===== src/rtl/memory_map_pkg.sv =====
// package for the memory map decoder: widths, sizes and request carriers
package memory_map_pkg;
   localparam int PRG_AW        = 24;
   localparam int INT_PRG_AW    = 16;
   localparam int DIRECT_AW     = 8;
   localparam int USER_SFR_AW   = 7;
   localparam int DATA_W        = 8;
   localparam logic [16:0] ROM_SIZE_DEFAULT = 17'h08000;
   localparam logic [16:0] RAM_SIZE_DEFAULT = 17'h04000;
   localparam logic [16:0] SPACE_64K        = 17'h10000;
   localparam logic [7:0]  SFR_BASE         = 8'h80;
   localparam int          USER_SFR_MAX     = 104;
   localparam logic [7:0]  DPX_RESET        = 8'h00;

   typedef enum logic [1:0] {
      TGT_NONE,
      TGT_IROM,
      TGT_IRAM,
      TGT_EXT
   } prg_target_t;

   typedef struct packed {
      logic                  rd;
      logic                  wr;
      logic [PRG_AW-1:0]     addr;
      logic [DATA_W-1:0]     wdata;
   } prg_req_t;

   typedef struct packed {
      logic                  rd;
      logic                  wr;
      logic                  dpx_wr;
      logic [15:0]           addr;
      logic [DATA_W-1:0]     wdata;
   } xdata_req_t;

   typedef struct packed {
      logic                  rd;
      logic                  wr;
      logic                  is_sfr;
      logic [DIRECT_AW-1:0]  addr;
      logic [DATA_W-1:0]     wdata;
   } direct_req_t;
endpackage


===== src/rtl/prg_region_decode.sv =====
// program address region decoder
`timescale 1ns/1ps
`default_nettype none
module prg_region_decode
   import memory_map_pkg::*;
(
   input  wire logic [PRG_AW-1:0] addr,
   input  wire logic [16:0]       rom_size,
   input  wire logic [16:0]       ram_size,
   output prg_target_t            target
);
   logic [16:0] ram_base;
   logic        in_low64k;

   assign ram_base  = SPACE_64K - ram_size;
   assign in_low64k = (addr[PRG_AW-1:16] == 8'h00);

   always_comb begin
      target = TGT_EXT;
      if (in_low64k && ({1'b0, addr[15:0]} < rom_size)) begin
         target = TGT_IROM;
      end else if (in_low64k && (ram_size != 17'h00000) &&
                   ({1'b0, addr[15:0]} >= ram_base)) begin
         target = TGT_IRAM;
      end
   end
endmodule
`default_nettype wire


===== src/rtl/memory_map_decoder.sv =====
// memory map decoder: program, data and user register routing with wait hold
`timescale 1ns/1ps
`default_nettype none
module memory_map_decoder
   import memory_map_pkg::*;
#(
   parameter logic [16:0]  ROM_SIZE   = ROM_SIZE_DEFAULT,
   parameter logic [16:0]  RAM_SIZE   = RAM_SIZE_DEFAULT,
   parameter logic [127:0] CORE_SFR_MAP = 128'h0
)
(
   input  wire logic                   REF_CLK,
   input  wire logic                   RST_N,
   input  wire prg_req_t               PRG_REQ,
   input  wire xdata_req_t             XDATA_REQ,
   input  wire direct_req_t            DIRECT_REQ,
   input  wire logic [DATA_W-1:0]      PRG_ROM_RDATA,
   input  wire logic [DATA_W-1:0]      PRG_RAM_RDATA,
   input  wire logic [DATA_W-1:0]      XDATA_RDATA,
   input  wire logic [DATA_W-1:0]      RAM_RDATA,
   input  wire logic [DATA_W-1:0]      USER_SFR_RDATA,
   input  wire logic                   READY,
   output logic [INT_PRG_AW-1:0]       PRG_ADDR,
   output logic [DATA_W-1:0]           PRG_WDATA,
   output logic                        PRG_ROM_RD,
   output logic                        PRG_RAM_RD,
   output logic                        PRG_RAM_WR,
   output logic [PRG_AW-1:0]           XADDR,
   output logic [DATA_W-1:0]           XDATA_WDATA,
   output logic                        XPRG_RD,
   output logic                        XPRG_WR,
   output logic                        XRAM_RD,
   output logic                        XRAM_WR,
   output logic [DIRECT_AW-1:0]        RAM_ADDR,
   output logic [DATA_W-1:0]           RAM_WDATA,
   output logic                        RAM_OE,
   output logic                        RAM_WE,
   output logic [USER_SFR_AW-1:0]      USER_SFR_ADDR,
   output logic [DATA_W-1:0]           USER_SFR_WDATA,
   output logic                        USER_SFR_OE,
   output logic                        USER_SFR_WE,
   output logic [DATA_W-1:0]           PRG_RDATA,
   output logic [DATA_W-1:0]           XDATA_OUT,
   output logic [DATA_W-1:0]           DIRECT_RDATA,
   output logic [7:0]                  DATA_POINTER_EXTENSION,
   output logic                        CORE_HOLD
);
   prg_target_t        target;
   logic               ready_m_r;
   logic               ready_s_r;
   logic               ext_busy;
   logic [1:0]         ext_run_r;
   logic [1:0]         ext_run_nxt;
   logic               ready_ok;
   logic [7:0]         dpx_r;
   logic [7:0]         dpx_nxt;
   logic [DATA_W-1:0]  prg_rdata_r;
   logic [DATA_W-1:0]  prg_rdata_nxt;
   logic [DATA_W-1:0]  xdata_r;
   logic [DATA_W-1:0]  xdata_nxt;
   logic [DATA_W-1:0]  direct_r;
   logic [DATA_W-1:0]  direct_nxt;
   logic               user_hit;

   // core register map bit set means the core owns that address
   function automatic logic core_owns(input logic [DIRECT_AW-1:0] a);
      return CORE_SFR_MAP[a[6:0]];
   endfunction

   prg_region_decode u_decode (
      .addr     (PRG_REQ.addr),
      .rom_size (ROM_SIZE),
      .ram_size (RAM_SIZE),
      .target   (target)
   );

   // ready synchroniser, ready comes from off-chip memory
   always_ff @(posedge REF_CLK or negedge RST_N) begin
      if (!RST_N) begin
         ready_m_r <= 1'b0;
         ready_s_r <= 1'b0;
      end else begin
         ready_m_r <= READY;
         ready_s_r <= ready_m_r;
      end
   end

   assign ext_busy  = (target == TGT_EXT && (PRG_REQ.rd || PRG_REQ.wr)) ||
                      XDATA_REQ.rd || XDATA_REQ.wr;

   // synced ready is two edges old; only trust it once the access has lasted that long,
   // so a ready left over from the previous access cannot release the next one if ext_busy drops for a cycle between them
   always_comb begin
      ext_run_nxt = {ext_run_r[0], ext_busy};
   end

   always_ff @(posedge REF_CLK or negedge RST_N) begin
      if (!RST_N) begin
         ext_run_r <= 2'h0;
      end else begin
         ext_run_r <= ext_run_nxt;
      end
   end
   assign ready_ok  = ready_s_r && (ext_run_r == 2'h3);
   assign CORE_HOLD = ext_busy && !ready_ok;

   always_comb begin
      PRG_ROM_RD = PRG_REQ.rd && (target == TGT_IROM);
      PRG_RAM_RD = PRG_REQ.rd && (target == TGT_IRAM);
      // rom cannot be written; such writes are dropped
      PRG_RAM_WR = PRG_REQ.wr && (target == TGT_IRAM);
      XPRG_RD    = PRG_REQ.rd && (target == TGT_EXT);
      XPRG_WR    = PRG_REQ.wr && (target == TGT_EXT);
   end

   assign PRG_ADDR  = PRG_REQ.addr[INT_PRG_AW-1:0];
   assign PRG_WDATA = PRG_REQ.wdata;

   always_comb begin
      dpx_nxt = dpx_r;
      if (XDATA_REQ.dpx_wr) begin
         dpx_nxt = XDATA_REQ.wdata;
      end
   end

   always_ff @(posedge REF_CLK or negedge RST_N) begin
      if (!RST_N) begin
         dpx_r <= DPX_RESET;
      end else begin
         dpx_r <= dpx_nxt;
      end
   end
   assign DATA_POINTER_EXTENSION = dpx_r;

   always_comb begin
      if (XPRG_RD || XPRG_WR) begin
         XADDR = PRG_REQ.addr;
      end else begin
         XADDR = {dpx_r, XDATA_REQ.addr};
      end
      XDATA_WDATA = (XPRG_WR) ? PRG_REQ.wdata : XDATA_REQ.wdata;
      // data access waits behind a program access on the shared bus
      XRAM_RD = XDATA_REQ.rd && !(XPRG_RD || XPRG_WR);
      XRAM_WR = XDATA_REQ.wr && !(XPRG_RD || XPRG_WR);
   end

   // only where core leaves a gap
   assign user_hit = DIRECT_REQ.is_sfr && (DIRECT_REQ.addr >= SFR_BASE) &&
                     !core_owns(DIRECT_REQ.addr);

   // single port ram, one ram strobe per cycle
   always_comb begin
      RAM_ADDR       = DIRECT_REQ.addr;
      RAM_WDATA      = DIRECT_REQ.wdata;
      RAM_OE         = DIRECT_REQ.rd && !DIRECT_REQ.is_sfr;
      RAM_WE         = DIRECT_REQ.wr && !DIRECT_REQ.is_sfr && !RAM_OE;
      USER_SFR_ADDR  = DIRECT_REQ.addr[USER_SFR_AW-1:0];
      USER_SFR_WDATA = DIRECT_REQ.wdata;
      USER_SFR_OE    = DIRECT_REQ.rd && user_hit;
      USER_SFR_WE    = DIRECT_REQ.wr && user_hit;
   end

   // read data is sampled from the memory in the strobe cycle (external reads once ready_ok) and shows after that edge
   always_comb begin
      prg_rdata_nxt = prg_rdata_r;
      xdata_nxt     = xdata_r;
      direct_nxt    = direct_r;
      if (PRG_ROM_RD) begin
         prg_rdata_nxt = PRG_ROM_RDATA;
      end else if (PRG_RAM_RD) begin
         prg_rdata_nxt = PRG_RAM_RDATA;
      end else if (XPRG_RD && ready_ok) begin
         prg_rdata_nxt = XDATA_RDATA;
      end
      if (XRAM_RD && ready_ok) begin
         xdata_nxt = XDATA_RDATA;
      end
      if (USER_SFR_OE) begin
         direct_nxt = USER_SFR_RDATA;
      end else if (RAM_OE) begin
         direct_nxt = RAM_RDATA;
      end
   end

   always_ff @(posedge REF_CLK or negedge RST_N) begin
      if (!RST_N) begin
         prg_rdata_r <= 8'h00;
         xdata_r     <= 8'h00;
         direct_r    <= 8'h00;
      end else begin
         prg_rdata_r <= prg_rdata_nxt;
         xdata_r     <= xdata_nxt;
         direct_r    <= direct_nxt;
      end
   end
   assign PRG_RDATA    = prg_rdata_r;
   assign XDATA_OUT    = xdata_r;
   assign DIRECT_RDATA = direct_r;
endmodule
`default_nettype wire


===== config.mk =====
export PLATFORM = sky130hd
export DESIGN_NAME = memory_map_decoder
export DESIGN_NICKNAME = d
export VERILOG_FILES = /design/src/rtl/memory_map_pkg.sv /design/src/rtl/prg_region_decode.sv /design/src/rtl/memory_map_decoder.sv
export SDC_FILE = /design/constraint.sdc
export NUM_CORES = 1
export LEC_CHECK = 0
export ABC_AREA = 1
export BUFFER_PORTS_ARGS = -buffer_cell sky130_fd_sc_hd__buf_2
export CAP_MARGIN = 20
export CELL_PAD_IN_SITES_DETAIL_PLACEMENT = 0
export CELL_PAD_IN_SITES_GLOBAL_PLACEMENT = 1
export CORE_ASPECT_RATIO = 1.5
export CORE_MARGIN = 2
export CORE_UTILIZATION = 25
export DETAILED_ROUTE_END_ITERATION = 12
export MAX_ROUTING_LAYER = met4
export PLACE_DENSITY = 0.95
export SETUP_SLACK_MARGIN = 0.5
export SYNTH_ARGS = -nofsm -noshare
export SYNTH_HDL_FRONTEND = slang
export SYNTH_SLANG_ARGS = --single-unit

===== constraint.sdc =====
create_clock -name REF_CLK -period 1.6 [get_ports REF_CLK]
set_input_delay 0.16 -clock REF_CLK [delete_from_list [all_inputs] [get_ports REF_CLK]]
set_output_delay 0.16 -clock REF_CLK [all_outputs]
set_load 0.05 [all_outputs]

==> results.json <==
{
  "ys_ff_latch": 36,
  "n_antenna_cell": 0,
  "syn_inst": 376,
  "path_clk_slew_ns": 0.06,
  "outcome": "finished with violations",
  "grt_first_pass_wirelength_um": 16000,
  "drtPass1Iterations": 4,
  "syn-cell-area_um2": 2610,
  "die_h_um": 129,
  "cp_num_cells": 11,
  "cts_sinks": 36,
  "finClkSkew_ns": 0.00427,
  "dieArea_um2": 11300,
  "wl_per_cell_um": 15.7,
  "ys_types": 25,
  "final.setup.tns_ns": 0,
  "start_util_pct": 25.7,
  "clk_latency_ns": 0.28,
  "drt_wl_total_um": 10700,
  "end_kind": "output port",
  "final_max_slew_viol_count": 0,
  "final_cell_mix": "buf_2 (152), nand2_1 (66), nand2_2 (46)",
  "maxCapViolations": 0,
  "crit_required_ns": 1.44,
  "ant_nets": 0,
  "cp-start-kind": "input port",
  "gp_congestion": 0.776,
  "via_count": 3156,
  "post-dp-hpwl_um": 7470,
  "slowest_stage": "nor2_4",
  "drt_iter0_drc": 79,
  "arrival_ns": 1.31,
  "clockBufferDepth": 2,
  "crit_start": "PRG_REQ[29]",
  "io_pins": 254,
  "vias_per_cell": 4.63,
  "crit_buf_inv": 4,
  "grt_usage_pct": 18.8,
  "critical_path.cell_chain": "buf_8, nor2_4, nand2_2, nor2_4, o21ai_4, nand2_4, buf_12, buf_16, nand2_1, nand2_4, buf_8",
  "grt_max_degree": 26,
  "reg2regPathDepth": 5,
  "grt_antenna_before_repair": 0,
  "ir_drop_mv": 0.359,
  "grt_overflow": 0,
  "synth_fp_nets": 499,
  "period_share_pct": 92.0,
  "rows": 45,
  "final_nets": 686,
  "cts_tree": "done",
  "fin_crit_ns": 1.47,
  "totalPowerFinal_uw": 4170,
  "hp-class": "input port to async pin",
  "violations": "hold timing",
  "core-area_um2": 10100,
  "die_w_um": 87.4,
  "setup_viol": 0,
  "relSlewSlack_pct": 58.6,
  "p_per_area_nw_per_um2": 839,
  "tightest_slew_ns": 0.621,
  "p_leak_uw": 0.00265,
  "max_stage_delay_ns": 0.14,
  "yosys_warnings": 0,
  "final_common_cell": "buf_2",
  "placedInstanceArea_um2": 3830,
  "holdWs_ns": -0.116,
  "crit_type": "input port to output port",
  "synth_seq_area_share_pct": 34.5,
  "fin_area_um2": 4980,
  "syn2layout_area_growth_pct": 90.8,
  "grt_pass1_vias": 3262,
  "cp_top_family": "simple AND/OR/NAND/NOR gates",
  "cts_buffers": 5,
  "rsz0062_at_grt": "yes",
  "worstPathMaxFanout": 5,
  "numPortBuffers": 208,
  "ctsHoldBuffers": 1,
  "cts_root_buf": "clkbuf_16",
  "layout-drive-gt1-share_pct": 68.8,
  "syn_avg_cell_area_um2": 6.94,
  "hold_viol_final": 24,
  "r2r_start": "ext_run_r[0]$_DFF_PN0_",
  "max_freq_mhz": 680,
  "post-route-drc-count": 0,
  "htree_levels": 2
}
## cell usage after synthesis
cell type | instances | area share (%)
nor2_2 | 1 | 0.24
clkbuf_1 | 1 | 0.14
nand2_4 | 2 | 0.86
and3_1 | 1 | 0.24
nand3_1 | 27 | 5.2
buf_4 | 56 | 16
o21ai_2 | 9 | 3.0
nor2_4 | 1 | 0.43
clkinv_1 | 3 | 0.43
dfrtp_1 | 36 | 35
nand2_1 | 148 | 21
buf_6 | 4 | 1.7
nor2_1 | 22 | 3.2
inv_2 | 2 | 0.29
nand3_2 | 2 | 0.77
or2_2 | 1 | 0.24
buf_2 | 5 | 0.96
a31oi_1 | 1 | 0.24
nor3_1 | 1 | 0.19
nand3_4 | 1 | 0.67
inv_1 | 25 | 3.6
o21ai_0 | 9 | 1.7
nand2_2 | 2 | 0.48
nand4_1 | 8 | 1.9
o21ai_1 | 8 | 1.5
## state kept, by name, summed over array words and instances, names as in the netlist
| register | flops |
|---|---|
| DATA_POINTER_EXTENSION | 8 |
| DIRECT_RDATA | 8 |
| PRG_RDATA | 8 |
| XDATA_OUT | 8 |
| ext_run_r | 2 |
| ready_m_r | 1 |
| ready_s_r | 1 |
## what timing repair did
item,in CTS,in global routing
setup buffers,17,2
endpoints found under the hold margin,25,24
pin swaps,16,8
gates resized for setup,182,40
gates cloned,5,0
setup endpoints to repair,57,65
## kinds of logic after synthesis
family	after synthesis	synth area share [%]
buf+inv	96	23.3
flops	36	34.5
simple gates	217	35.7
compound gates	27	6.52
## power breakdown
group	total [µW]	switching, µW	internal, µW	leakage [µW]
clock network	996	382	614	0.0000766
logic	2070	1400	666	0.00214
registers	1110	74.4	1040	0.000436
total	4170	1860	2310	0.00265
## per-layer routing
| metal | global-route usage (%) | vias to the layer above | share of wire [%] |
|---|---|---|---|
| li1 | - | 1501 | - |
| met1 | 18.8 | 1502 | 35 |
| met2 | 35.8 | 121 | 57 |
| met3 | 2.74 | 32 | 6.0 |
| met4 | 6.97 | 0 | 2.3 |
| met5 | - | - | 0 |
## final timing paths
| path | end | slack, ns |
|---|---|---|
| worst max-delay path | XADDR[8] | 0.13 |
| worst min register to register | ready_s_r$_DFF_PN0_ | 0.36 |
| worst max register to register | XDATA_OUT[7]$_DFFE_PN0P_ | 0.52 |
| min in group REF_CLK | DIRECT_RDATA[6]$_DFFE_PN0P_ | 0.10 |
| worst min-delay path | PRG_RDATA[7]$_DFFE_PN0P_ | -0.12 |
| max in group asynchronous | XDATA_OUT[3]$_DFFE_PN0P_ | 1.10 |
## final cells by class
class | count | area, µm²
fillers | 934 | 5160
repair buffers | 244 | 1870
multi-input cells | 245 | 1750
flip-flops and latches | 36 | 901
well taps | 117 | 146
inverters | 30 | 145
clock buffers | 6 | 139
repair inverters | 1 | 16.3
clock inverters | 2 | 10.0
## per-stage QoR
step           setup WS [ns]  utilization (%)  std cells  hold WS, ns
2_1_floorplan          0.243                -        376       -0.136
3_3_place_gp          -0.102             37.8        648        0.211
3_5_place_dp          -0.156             37.8        648        0.217
4_1_cts                0.156             47.8        679      -0.0859
5_1_grt               0.0655             49.1        681      -0.0502
6_report               0.129             49.1        681       -0.116
(Power assumes the default switching activity.)
